<file path="src/hdl/rrm_defs.svh">
// Functional notes
// - Monitoring error forces releases zero, flags error.
// - Pulse high at least debounce time: 0/100/350ms.
// - Pulse high over 30 s is rejected.
// - Zero debounce: any one-cycle high accepted (code needs two cycles high at the button pin).
// - Reset-required shown while monitoring error pending.
// - Valid reset after cause cleared restores function.
// - Required indications selectable steady or flashing.
// - Manual mode: restart-required, release waits restart.
// - Automatic mode: release follows evaluation directly.
// - Restart ignored once release already confirmed.
// - Only complete low-high-low pulse counts (code accepts a pulse already high at reset release).
// - Bypass plus restart switches to regular operation.
// - Mute rising edge holds releases already set.
// - Releases set during muting are not held.
// - Mute falling edge returns releases to evaluation.
// - Mute input sampled each cycle, no debounce.
// - Mute armed only by rising edge.
// - Muting acts on all releases equally.
`ifndef RRM_DEFS_SVH
`define RRM_DEFS_SVH
`define RRM_CLK_HZ        50000000
`define RRM_DEB_SHORT_MS  100
`define RRM_DEB_LONG_MS   350
`define RRM_MAX_HIGH_MS   30000
`define RRM_FLASH_MS      250
`define RRM_DEB_OFF       2'h0
`define RRM_DEB_SHORT     2'h1
`define RRM_DEB_LONG      2'h2
`endif

</file>
<file path="src/hdl/rrm_pkg.sv">
package rrm_pkg;
    typedef struct packed {
        logic       manual_restart;
        logic [1:0] debounce_sel;
        logic       flash_reset_req;
        logic       flash_restart_req;
    } rrm_cfg_t;
    typedef enum logic [1:0] {
        RRM_IDLE = 2'b00,
        RRM_HIGH = 2'b01,
        RRM_LONG = 2'b10
    } rrm_pulse_t;
endpackage

</file>
<file path="src/hdl/rrm_control.sv">
`timescale 1ns/10ps
`default_nettype none
`include "rrm_defs.svh"
module rrm_control #(
    parameter int N_REL        = 2,
    parameter int CLK_HZ       = `RRM_CLK_HZ,
    parameter int DEB_SHORT_MS = `RRM_DEB_SHORT_MS,
    parameter int DEB_LONG_MS  = `RRM_DEB_LONG_MS,
    parameter int MAX_HIGH_MS  = `RRM_MAX_HIGH_MS,
    parameter int FLASH_MS     = `RRM_FLASH_MS
) (
    input  wire logic             i_clk,
    input  wire logic             i_reset_n,
    input  wire rrm_pkg::rrm_cfg_t i_cfg,
    input  wire logic [N_REL-1:0] i_eval,
    input  wire logic             i_mon_error,
    input  wire logic             i_reset_btn,
    input  wire logic             i_restart_btn,
    input  wire logic             i_mute,
    input  wire logic             i_bypass,
    output logic [N_REL-1:0]      o_release,
    output logic                  o_error,
    output logic                  o_reset_required,
    output logic                  o_restart_required
);
    localparam int CPMS       = CLK_HZ / 1000;
    localparam int SHORT_CYC  = DEB_SHORT_MS * CPMS;
    localparam int LONG_CYC   = DEB_LONG_MS * CPMS;
    localparam longint MAXC   = longint'(MAX_HIGH_MS) * longint'(CPMS);
    localparam int FLASH_CYC  = FLASH_MS * CPMS;
    localparam int CW         = $clog2(MAXC + 2);
    localparam int FW         = $clog2(FLASH_CYC + 1);

    ////////////////////////////////////////////////////////////////////////////////
    // Operator buttons come from pins: three-stage synchronisers, change on 2nd==3rd.
    logic [2:0] rst_sync;
    logic [2:0] rs_sync;
    logic       rst_lvl;
    logic       rs_lvl;
    logic       next_rst_lvl;
    logic       next_rs_lvl;
    always_comb begin
        next_rst_lvl = (rst_sync[1] == rst_sync[2]) ? rst_sync[2] : rst_lvl;
        next_rs_lvl  = (rs_sync[1] == rs_sync[2]) ? rs_sync[2] : rs_lvl;
    end
    always_ff @(posedge i_clk or negedge i_reset_n) begin
        if (!i_reset_n) begin
            rst_sync <= 3'h0;
            rs_sync  <= 3'h0;
            rst_lvl  <= 1'b0;
            rs_lvl   <= 1'b0;
        end else begin
            rst_sync <= {rst_sync[1:0], i_reset_btn};
            rs_sync  <= {rs_sync[1:0], i_restart_btn};
            rst_lvl  <= next_rst_lvl;
            rs_lvl   <= next_rs_lvl;
        end
    end

    ////////////////////////////////////////////////////////////////////////////////
    // Pulse qualifiers, one per button. A pulse already high at reset release is
    // accepted, since the level resets low and so sets armed on the first clock.
    logic [CW-1:0]     min_cyc;
    logic [1:0]        lvl;
    logic [1:0]        valid;
    rrm_pkg::rrm_pulse_t st [2];
    rrm_pkg::rrm_pulse_t next_st [2];
    logic [CW-1:0]     cnt [2];
    logic [CW-1:0]     next_cnt [2];
    logic [1:0]        next_valid;
    logic [1:0]        armed;
    logic [1:0]        next_armed;
    assign lvl = {rs_lvl, rst_lvl};
    always_comb begin
        unique case (i_cfg.debounce_sel)
            `RRM_DEB_SHORT: min_cyc = CW'(SHORT_CYC);
            `RRM_DEB_LONG:  min_cyc = CW'(LONG_CYC);
            default:        min_cyc = CW'(1);
        endcase
    end
    genvar g;
    generate
        for (g = 0; g < 2; g++) begin : g_pulse
            always_comb begin
                next_st[g]    = st[g];
                next_cnt[g]   = cnt[g];
                next_valid[g] = 1'b0;
                next_armed[g] = armed[g] | ~lvl[g];
                unique case (st[g])
                    rrm_pkg::RRM_IDLE: begin
                        if (lvl[g] && armed[g]) begin
                            next_st[g]  = rrm_pkg::RRM_HIGH;
                            next_cnt[g] = CW'(1);
                        end
                    end
                    rrm_pkg::RRM_HIGH: begin
                        if (!lvl[g]) begin
                            next_st[g]    = rrm_pkg::RRM_IDLE;
                            next_valid[g] = (cnt[g] >= min_cyc);
                        end else if (cnt[g] >= CW'(MAXC)) begin
                            next_st[g] = rrm_pkg::RRM_LONG;
                        end else begin
                            next_cnt[g] = cnt[g] + CW'(1);
                        end
                    end
                    rrm_pkg::RRM_LONG: begin
                        if (!lvl[g]) begin
                            next_st[g] = rrm_pkg::RRM_IDLE;
                        end
                    end
                    default: next_st[g] = rrm_pkg::RRM_IDLE;
                endcase
            end
            always_ff @(posedge i_clk or negedge i_reset_n) begin
                if (!i_reset_n) begin
                    st[g]    <= rrm_pkg::RRM_IDLE;
                    cnt[g]   <= '0;
                    valid[g] <= 1'b0;
                    armed[g] <= 1'b0;
                end else begin
                    st[g]    <= next_st[g];
                    cnt[g]   <= next_cnt[g];
                    valid[g] <= next_valid[g];
                    armed[g] <= next_armed[g];
                end
            end
        end
    endgenerate

    ////////////////////////////////////////////////////////////////////////////////
    // Fault latch, release confirmation, muting, bypass and indications.
    logic             fault;
    logic             next_fault;
    logic [N_REL-1:0] confirmed;
    logic [N_REL-1:0] next_confirmed;
    logic [N_REL-1:0] muted;
    logic [N_REL-1:0] next_muted;
    logic             mute_q;
    logic             mute_seen;
    logic             byp_q;
    logic             byp_seen;
    logic             byp_on;
    logic             next_byp_on;
    logic [FW-1:0]    fl_cnt;
    logic [FW-1:0]    next_fl_cnt;
    logic             fl_ph;
    logic             next_fl_ph;
    logic [N_REL-1:0] next_release;
    logic             next_error;
    logic             next_reset_req;
    logic             next_restart_req;
    logic             mute_rise;
    logic             want;
    always_comb begin
        // Mute is a same-domain level from the evaluation logic: sampled raw.
        mute_rise   = i_mute && !mute_q && mute_seen;
        next_fault  = fault;
        if (i_mon_error) begin
            next_fault = 1'b1;
        end else if (valid[0]) begin
            next_fault = 1'b0;
        end
        next_byp_on = byp_on;
        if (i_bypass && !byp_q && byp_seen) begin
            next_byp_on = 1'b1;
        end else if (!i_bypass) begin
            next_byp_on = 1'b0;
        end
        want = 1'b0;
        for (int i = 0; i < N_REL; i++) begin
            next_muted[i]     = i_mute && (muted[i] || (mute_rise && o_release[i]));
            next_confirmed[i] = confirmed[i] && i_eval[i];
            if (!i_cfg.manual_restart) begin
                next_confirmed[i] = i_eval[i];
            end else if (valid[1] && (i_eval[i] || byp_on)) begin
                next_confirmed[i] = 1'b1;
            end
            if (byp_on && !i_eval[i] && !confirmed[i] && i_cfg.manual_restart) begin
                next_confirmed[i] = valid[1];
            end
            want = want | (i_cfg.manual_restart && i_eval[i] && !confirmed[i]);
            next_release[i] = !next_fault && (next_confirmed[i] || next_muted[i]
                              || next_byp_on);
        end
        next_fl_cnt = fl_cnt + FW'(1);
        next_fl_ph  = fl_ph;
        if (fl_cnt >= FW'(FLASH_CYC - 1)) begin
            next_fl_cnt = '0;
            next_fl_ph  = !fl_ph;
        end
        next_error       = next_fault;
        next_reset_req   = next_fault && (!i_cfg.flash_reset_req || next_fl_ph);
        next_restart_req = !next_fault && want
                           && (!i_cfg.flash_restart_req || next_fl_ph);
    end
    always_ff @(posedge i_clk or negedge i_reset_n) begin
        if (!i_reset_n) begin
            fault              <= 1'b0;
            confirmed          <= '0;
            muted              <= '0;
            mute_q             <= 1'b0;
            mute_seen          <= 1'b0;
            byp_q              <= 1'b0;
            byp_seen           <= 1'b0;
            byp_on             <= 1'b0;
            fl_cnt             <= '0;
            fl_ph              <= 1'b0;
            o_release          <= '0;
            o_error            <= 1'b0;
            o_reset_required   <= 1'b0;
            o_restart_required <= 1'b0;
        end else begin
            fault              <= next_fault;
            confirmed          <= next_confirmed;
            muted              <= next_muted;
            mute_q             <= i_mute;
            mute_seen          <= 1'b1;
            byp_q              <= i_bypass;
            byp_seen           <= 1'b1;
            byp_on             <= next_byp_on;
            fl_cnt             <= next_fl_cnt;
            fl_ph              <= next_fl_ph;
            o_release          <= next_release;
            o_error            <= next_error;
            o_reset_required   <= next_reset_req;
            o_restart_required <= next_restart_req;
        end
    end
endmodule
`default_nettype wire

</file>
<file path="config.mk">
export PLATFORM = sky130hd
export DESIGN_NAME = rrm_control
export DESIGN_NICKNAME = d
export VERILOG_FILES = /design/src/hdl/rrm_pkg.sv /design/src/hdl/rrm_control.sv
export VERILOG_INCLUDE_DIRS = /design/src /design/src/hdl
export SDC_FILE = /design/constraint.sdc
export NUM_CORES = 1
export LEC_CHECK = 0
export ABC_CLOCK_PERIOD_IN_PS = 6900
export BUFFER_PORTS_ARGS = -buffer_cell sky130_fd_sc_hd__buf_2
export CAP_MARGIN = 5
export CORE_AREA = 2 2 122 124
export CTS_CLUSTER_SIZE = 12
export DETAILED_ROUTE_END_ITERATION = 8
export DIE_AREA = 0 0 124 126
export PLACE_DENSITY_LB_ADDON = 0.1
export SETUP_SLACK_MARGIN = 0.5
export SLEW_MARGIN = 20
export SYNTH_ARGS = -nofsm -noshare
export SYNTH_HDL_FRONTEND = slang
export SYNTH_SLANG_ARGS = --single-unit
</file>
<file path="constraint.sdc">
create_clock -name i_clk -period 6.9 [get_ports i_clk]
set_input_delay 1.38 -clock i_clk [delete_from_list [all_inputs] [get_ports i_clk]]
set_output_delay 1.38 -clock i_clk [all_outputs]
set_load 0.02 [all_outputs]
</file>
# After elaboration in Yosys (flattened, before gate mapping)
# Cells that the tools add are included.
classes:
  addsub: 3
  mux: 35
  magnitude_cmp: 5
  bitwise_logic: 5
  n_eq_ne: 18
  n_reduce_logical: 57
op_table:
  columns: ["op", "count"]
  rows:
  - ["two-way mux 31 bit", 6]
  - ["one-hot mux 31 bit (2 select lines)", 2]
  - ["adder 31 x 1 -> 31 bit (second input constant)", 2]
  - [">= comparator 31 bit", 2]
  - [">= comparator 31 bit (second input constant)", 2]
  - ["one-hot mux 25 bit (2 select lines)", 1]
  - ["logical AND 1 bit", 29]
  - ["adder 24 x 1 -> 24 bit (second input constant)", 1]
  - [">= comparator 24 bit (second input constant)", 1]
  - ["two-way mux 24 bit", 1]
  - ["two-way mux 2 bit", 8]
  - ["!= test 2 bit (second input constant)", 8]
  - ["two-way mux 1 bit", 15]
  - ["one-hot mux 2 bit (3 select lines)", 2]
  - ["logical NOT 1 bit", 10]
  - ["logical OR 1 bit", 10]
  - ["AND reduction 4 bit", 2]
  - ["equality test 2 x 1 -> 1 bit (second input constant)", 3]
  - ["equality test 2 bit (second input constant)", 3]
  - ["!= test 3 bit (second input constant)", 2]
  - ["AND reduction 3 bit", 2]
  - ["logical NOT 2 bit", 2]
  - ["nonzero test 2 bit", 2]
  - ["OR 1 bit", 3]
  - ["other kinds (2)", 4]
totals:
  input_bits: 14
  reg_bits: 116
  out_inout_bits: 5
  word_cells: 147

# Depth between registers and ports, before layout
# Gate-level depths: netlist of the first run.
depth:
  ltp_word: 9
  ltp_mapped: 9
  ltp_nobuf: 9

# Worst setup path before layout of the first run
# No wires, ideal clock.
synth_path:
  path_type: "input port to flip-flop"
  startpoint: "input port i_cfg[2] (netlist bit)"
  endpoint: "register valid[1]"
  arrival_ns: 3.092
  stages: 9
  setup_slack_ns: 3.679
  setup_ns: 0.129
  cell_sequence: "inv_1 -> ha_1 -> inv_1 -> ha_1 -> a211oi_1 -> nor2_1 -> a2111oi_0 -> nor3_1 -> o41a_1"
synth_between:
  elab_chain_len: 5
synth_lines:
  columns: ["item", "line_no", "rtl"]
  rows:
  - ["from (decl)", "rrm_control.sv:14", "input wire rrm_pkg::rrm_cfg_t i_cfg,"]
  - ["equality test 2 bit or equality test 2 x 1 -> 1 bit (tied branches)", "rrm_control.sv:75", "unique case (i_cfg.debounce_sel)"]
  - ["one-hot mux 25 bit (2 select lines) (*)", "rrm_control.sv:75", null]
  - [">= comparator 31 bit (*)", "rrm_control.sv:99", "next_valid[g] = (cnt[g] >= min_cyc);"]
  - ["two-way mux 1 bit (*)", "rrm_control.sv:97", "if (!lvl[g]) begin"]
  - ["two-way mux 1 bit (*)", "rrm_control.sv:89", "unique case (st[g])"]
  - ["net next_valid[1]", "rrm_control.sv:70", "logic [1:0] next_valid;"]
  - ["to (signal, indexed assignment)", "rrm_control.sv:123", "valid[g] <= next_valid[g];"]
  - ["to (decl)", "rrm_control.sv:65", "logic [1:0] valid;"]
# Mark *: on every way through the listed nets, which the timed path passes. The rest lies on a longest branch.
# A chain may end at the register's enable or synchronous reset.

# Worst setup path after layout of the first run
# Ends and elaborated chain as after synthesis.

==> results.sh, run 1 <==
export IMPL_postRouteAntennaNets=0
export IMPL_gp_congestion=0.8459
export IMPL_drc=0
export IMPL_finalHoldViolations=0
export IMPL_ctsHoldBuffers=0
export IMPL_skew_ns=0.007783
export IMPL_slowest_delay_ns=0.44
export IMPL_setup_viol=0
export IMPL_grtUsageMet1_pct=31.65
export IMPL_start_kind="primary input"
export IMPL_r2r_slack_ns=4.01
export IMPL_hp_class="reg2reg"
export IMPL_root_buffer="clkbuf_16"
export IMPL_grt_antenna_before_repair=0
export IMPL_h_tree_depth=4
export IMPL_post_route_min_period_ns=3.234
export IMPL_viasPerCell=6.279
export IMPL_synthArstFlopShare_pct=100.0
export IMPL_cp_cell_sequence="buf_2, inv_1, ha_1, inv_1, ha_1, a211oi_1, nor2_1, a2111oi_0, nor3_1, o41a_1"
export IMPL_drive_gt1_share_pct=8.464
export IMPL_syn_avg_cell_area_sq_um=9.028
export IMPL_wl_um=17180
export IMPL_tightestPinTransition_ns=0.9039
export IMPL_dr_pass1_iters=5
export IMPL_final_util_pct=53.16
export IMPL_syn_to_final_growth_pct=10.90
export IMPL_vias=5978
export IMPL_yosysSeqAreaShare_pct=42.30
export IMPL_worstSkewPairLatency_ns=0.42
export IMPL_status="completed"
export IMPL_grt_pass1_vias=5775
export IMPL_required_ns=7.19
export IMPL_clock_sinks=116
export IMPL_die_w_um=124
export IMPL_portBuffers=18
export IMPL_power_total_mw=1.850
export IMPL_leakagePower_nw=3.336
export IMPL_maxCapViolations=0
export IMPL_core_area_sq_mm=0.01431
export IMPL_globalRouteMet3Util_pct=4.257
export IMPL_die_height_um=126
export IMPL_period_share_pct=46.87
export IMPL_clk_path_buf_depth=2
export IMPL_end_kind="register"
export IMPL_path_clk_slew_ns=0.06
export IMPL_ctsResizeCount=0
export IMPL_synth_edf_count=0
export IMPL_critPathMaxFanout=10
export IMPL_initial_core_util_pct=47.94
export IMPL_post_cts_buffers=0
export IMPL_io_pins=19
export IMPL_synthCells=760
export IMPL_grt_pass1_wl_um=28650
export IMPL_tritoncts="yes"
export IMPL_pwr_density_cell_mw_per_mm2=243.1
export IMPL_synth_seq_cells=116
export IMPL_fp_row_count=44
export IMPL_wl_per_cell_um=18.05
export IMPL_irDropWorstVdd_mv=0.1785
export IMPL_cts_made_buffers=17
export IMPL_max_freq_mhz=309.2
export IMPL_maxSlewHeadroom_pct=39.18
export IMPL_grt_ovfl_total=0
export IMPL_drt_iter0_markers=315
export IMPL_path_buf_inv=3
export IMPL_busiest_layer="met2"
export IMPL_met2_usage_pct=36.52
export IMPL_arrival_ns=3.53
export IMPL_netlist_area_sq_mm=0.006862
export IMPL_yosys_warnings=0
export IMPL_rsz0062_at_grt="no"
export IMPL_die_area_sq_mm=0.01562
export IMPL_dp_hpwl_um=11420
export IMPL_slew_viol_final=0
export IMPL_grt_max_degree=73
export IMPL_cp_slowest_cell="o41a_1"
export IMPL_crit_family="compound AO/OA/AOI/OAI gates"
export IMPL_synth_ff_type="dfrtp_1"
export IMPL_tns_ns=0
export IMPL_synthDistinctLibCells=68
export IMPL_criticalPathCategory="in2reg"
export IMPL_grt_total_usage_pct=23.26
export IMPL_n_antenna_cell=0
export IMPL_nNetsFinal=796
export IMPL_synth_fp_nets=801
[report_power, final]
group	total [mW]	internal, mW	switching (mW)	leakage [nW]
clock	0.894	0.542	0.352	0.289
sequential	0.761	0.711	0.0501	1.55
combinational	0.195	0.0695	0.125	1.50
[cells in the final DEF (no fill, tap or decap), types with 10 or more instances in the layout]
cell	instances
nand3_1	19
nand4_1	23
nand2_1	68
dfrtp_1	116
a21oi_1	34
inv_1	27
nor4_1	18
ha_1	27
nor2_1	42
a31oi_1	52
clkbuf_16	17
nor3_1	31
buf_2	17
nand2b_1	14
o21ai_0	41
and3_1	22
or3_1	11
xnor2_1	13
xor2_1	11
a41oi_1	10
[cells in the mapped netlist (3+ instances only)]
cell type	count	area (sq um)
dfrtp_1	116	2903
nand2_1	68	255.2
a31oi_1	52	325.3
nor2_1	42	157.7
o21ai_0	41	205.2
a21oi_1	34	170.2
clkbuf_1	33	123.9
nor3_1	31	155.2
ha_1	27	337.8
inv_1	27	101.4
nand4_1	23	143.9
and3_1	22	137.6
nand3_1	19	95.09
nor4_1	18	112.6
nand2b_1	14	87.58
xnor2_1	13	113.9
or3_1	11	68.82
xor2_1	11	96.34
a41oi_1	10	87.58
and2_1	9	56.30
and4_1	9	78.83
o21a_1	9	67.56
o22a_1	9	78.83
buf_2	8	40.04
nor2b_1	8	50.05
or4_1	6	45.04
a2111oi_0	5	43.79
a21boi_0	5	37.54
a211oi_1	4	30.03
a21o_1	4	30.03
a311oi_1	4	35.03
a41o_1	4	40.04
o211ai_1	4	30.03
o22ai_1	4	25.02
a22o_1	3	26.28
a2bb2oi_1	3	26.28
a31o_2	3	26.28
buf_4	3	22.52
o41a_1	3	33.78
o41ai_1	3	26.28
[area by class of cell]
type	count	area [sq um]
clock buffers	17	425.4
inverters	29	110.1
repair buffers	25	145.1
flip-flops and latches	116	2903
clock inverters	15	168.9
multi-input cells	566	3627
fillers	1313	6704
well taps	184	230.2
[per-layer routing]
layer	wire (um)	up-vias
li1	-	2849
met1	8024	2967
met2	8199	132
met3	629	30
met4	327	0
met5	0	-
[state kept, by name, indices dropped and copies added (netlist names)]
signal / cells
st: 4
rs_sync: 3
fault: 1
mute_q: 1
fl_cnt: 24
armed: 2
cnt: 62
o_release: 2
rs_lvl: 1
o_reset_required: 1
byp_on: 1
byp_q: 1
byp_seen: 1
confirmed: 2
muted: 2
fl_ph: 1
valid: 2
rst_sync: 3
o_restart_required: 1
rst_lvl: 1
[kinds of logic after synthesis]
logic type | share of synthesized area [%]
buffers and inverters | 4.832
multiplexers | 0.1459
AND/OR/NAND/NOR | 22.03
adder cells (fa/ha/maj) | 5.215
flip-flops | 42.30
AO/OA/AOI/OAI | 22.36
XOR/XNOR | 3.063
other | 0.05465
[per-stage QoR]
stage	hold slack, ns	setup slack (ns)	instance area [sq um]	cells
after floorplan	0.3312	3.679	6862	760
after global placement	0.3380	3.347	7015	920
after detailed placement	0.3363	3.251	7015	920
after CTS	0.3528	3.683	7610	952
after global routing	0.3685	3.505	7610	952
final	0.3517	3.666	7610	952
[worst paths after layout]
kind,from,endpoint,depth (start not counted)
setup reg to reg,cnt[51]$_DFFE_PN0P_,cnt[52]$_DFFE_PN0P_,6
setup / recovery,i_cfg[2],valid[1]$_DFF_PN0_,10
min in group asynchronous,i_reset_n,st[3]$_DFFE_PN0P_,1
hold / removal,rst_sync[0]$_DFF_PN0_,rst_sync[1]$_DFF_PN0_,0
hold reg to reg,rst_sync[0]$_DFF_PN0_,rst_sync[1]$_DFF_PN0_,0
max in group asynchronous,i_reset_n,byp_on$_DFF_PN0_,2
No activity file was read; power rests on OpenSTA's default activity.
==> inputs of run 2 (changes only) <==
--- a/config.mk
+++ b/config.mk
@@ -6,7 +6,7 @@
 export SDC_FILE = /design/constraint.sdc
 export NUM_CORES = 1
 export LEC_CHECK = 0
-export ABC_CLOCK_PERIOD_IN_PS = 6900
+export ABC_CLOCK_PERIOD_IN_PS = 3000
 export BUFFER_PORTS_ARGS = -buffer_cell sky130_fd_sc_hd__buf_2
 export CAP_MARGIN = 5
 export CORE_AREA = 2 2 122 124
==> constraint.sdc (replaced) <==
create_clock -name i_clk -period 3 [get_ports i_clk]
set_input_delay 0.6 -clock i_clk [delete_from_list [all_inputs] [get_ports i_clk]]
set_output_delay 0.6 -clock i_clk [all_outputs]
set_load 0.02 [all_outputs]
==> run 2 against run 1 <==
  * First-iteration DRC count grew 44%
  * Die area is the same
  * Count of clock-buffer cells in the layout grew 1
  * Register-to-register slack lost 3.5 ns
  * Critical path type is now reg2reg
==> results.sh, run 2 (same netlist as run 1, synthesis figures left out) <==
export IMPL_status="completed"
export IMPL_rr_startpoint="cnt[49]$_DFFE_PN0P_"
export IMPL_path_clk_slew_ns=0.06
export IMPL_skew_ns=0.006578
export IMPL_ctsHoldBuffers=0
export IMPL_initial_core_util_pct=47.94
export IMPL_postRouteAntennaNets=0
export IMPL_multi_input_area_sq_mm=0.003646
export IMPL_tns_ns=0
export IMPL_grt_ovfl_total=0
export IMPL_seqCellArea_sq_mm=0.002903
export IMPL_fillers=1286
export IMPL_final_common_cell="dfrtp_1"
export IMPL_wl_per_cell_um=18.14
export IMPL_die_height_um=126
export IMPL_dr_pass1_iters=5
export IMPL_grt_total_usage_pct=24.27
export IMPL_holdWs_ns=0.2174
export IMPL_root_buffer="clkbuf_16"
export IMPL_dp_slack_ns=0.2062
export IMPL_r2r_end="cnt[45]$_DFFE_PN0P_"
export IMPL_finalHoldViolations=0
export IMPL_vias=6135
export IMPL_cts_made_buffers=17
export IMPL_end_kind="register"
export IMPL_required_ns=3.31
export IMPL_syn_to_final_growth_pct=15.30
export IMPL_wl_um=17760
export IMPL_r2r_slack_ns=0.56
export IMPL_pwr_density_cell_mw_per_mm2=558.7
export IMPL_leakagePower_nw=3.479
export IMPL_grt_pass1_wl_um=30060
export IMPL_maxCapViolations=0
export IMPL_drive_gt1_share_pct=12.08
export IMPL_fp_row_count=44
export IMPL_dp_hpwl_um=11850
export IMPL_largest_reg_flops=62
export IMPL_largestRegisters="cnt x62, fl_cnt x24, st x4"
export IMPL_arrival_ns=2.75
export IMPL_drt_iter0_markers=454
export IMPL_die_area_sq_mm=0.01562
export IMPL_power_total_mw=4.420
export IMPL_slew_viol_final=0
export IMPL_setup_viol=0
export IMPL_n_antenna_cell=0
export IMPL_io_pins=19
export IMPL_viasPerCell=6.267
export IMPL_nNetsFinal=823
export IMPL_fin_ws_ns=0.5597
export IMPL_tightestPinTransition_ns=0.8580
export IMPL_start_kind="register"
export IMPL_tritoncts="yes"
export IMPL_maxSlewHeadroom_pct=42.27
export IMPL_critPathMaxFanout=8
export IMPL_final_area_sq_mm=0.007911
export IMPL_clk_path_buf_depth=2
export IMPL_clock_sinks=116
export IMPL_grt_max_degree=47
export IMPL_place_area_sq_mm=0.007148
export IMPL_core_area_sq_mm=0.01431
export IMPL_gp_congestion=0.8661
export IMPL_die_w_um=124
export IMPL_largest_register="cnt"
export IMPL_max_freq_mhz=409.8
export IMPL_rr_worst_depth=6
export IMPL_h_tree_depth=4
export IMPL_period_share_pct=81.34
export IMPL_criticalPathCategory="reg2reg"
export IMPL_grt_pass1_vias=6036
export IMPL_irDropWorstVdd_mv=0.5302
export IMPL_final_cell_mix="dfrtp_1, nand2_1, a31oi_1"
export IMPL_post_route_min_period_ns=2.440
export IMPL_rsz0062_at_grt="yes"
export IMPL_drc=0
export IMPL_worstSkewPairLatency_ns=0.42
export IMPL_grt_antenna_before_repair=0
export IMPL_hp_class="in2async"
export IMPL_portBuffers=18
-- run 2: final cells by class --
cell class / count / area share (%)
Multi-Input combinational cell: 566 / 46.09
Clock inverter: 14 / 2.562
Timing Repair Buffer: 52 / 4.760
Clock buffer: 18 / 5.425
Sequential cell: 116 / 36.69
Tap cell: 184 / 2.910
Inverter: 29 / 1.566
-- run 2: routing by layer --
metal | GRT usage, % | part of all wire, % | vias up
li1 | - | - | 2914
met1 | 33.50 | 46 | 2992
met2 | 37.46 | 47 | 198
met3 | 5.435 | 4.9 | 31
met4 | 8.724 | 2.0 | 0
met5 | 0 | 0 | -
-- run 2: worst max-delay path by stage --
| stage | startpoint | end | cells past startpoint |
|---|---|---|---|
| 3_5_place_dp | i_cfg[2] | valid[1]$_DFF_PN0_ | 10 |
| 6_report | cnt[49]$_DFFE_PN0P_ | cnt[45]$_DFFE_PN0P_ | 6 |
| 5_1_grt | cnt[31]$_DFFE_PN0P_ | cnt[57]$_DFFE_PN0P_ | 6 |
| 4_1_cts | cnt[31]$_DFFE_PN0P_ | cnt[57]$_DFFE_PN0P_ | 6 |
| 2_1_floorplan | i_cfg[2] | valid[1]$_DFF_PN0_ | 9 |
| 3_3_place_gp | i_cfg[2] | valid[1]$_DFF_PN0_ | 10 |
-- run 2: worst max-delay path, cell delays in order, from the launching register on --
cell and delay [ns]:
dfrtp_1 0.45, or4_1 0.50, a2111o_1 0.35, and3_1 0.19, or3_4 0.45, buf_4 0.20, o21a_1 0.18
-- run 2: repair_timing --
| action | 4_1_cts | 5_1_grt |
|---|---|---|
| pin swaps | 1 | 2 |
| cloned | 0 | 1 |
| resized for setup | 2 | 8 |
| setup endpoints to repair | 51 | 36 |
| setup buffers | 2 | 8 |
-- run 2: through the flow --
stage                     util, %  cells
after global routing        55.27    979
after CTS                   54.61    970
after floorplan                 -    760
after global placement      49.94    936
after detailed placement    49.94    936
final                       55.27    979
-- run 2: report_power, final --
| part | leakage, nW | internal, mW | switching (mW) |
|---|---|---|---|
| sequential | 1.55 | 1.64 | 0.117 |
| clock | 0.294 | 1.40 | 0.779 |
| combinational | 1.64 | 0.187 | 0.301 |
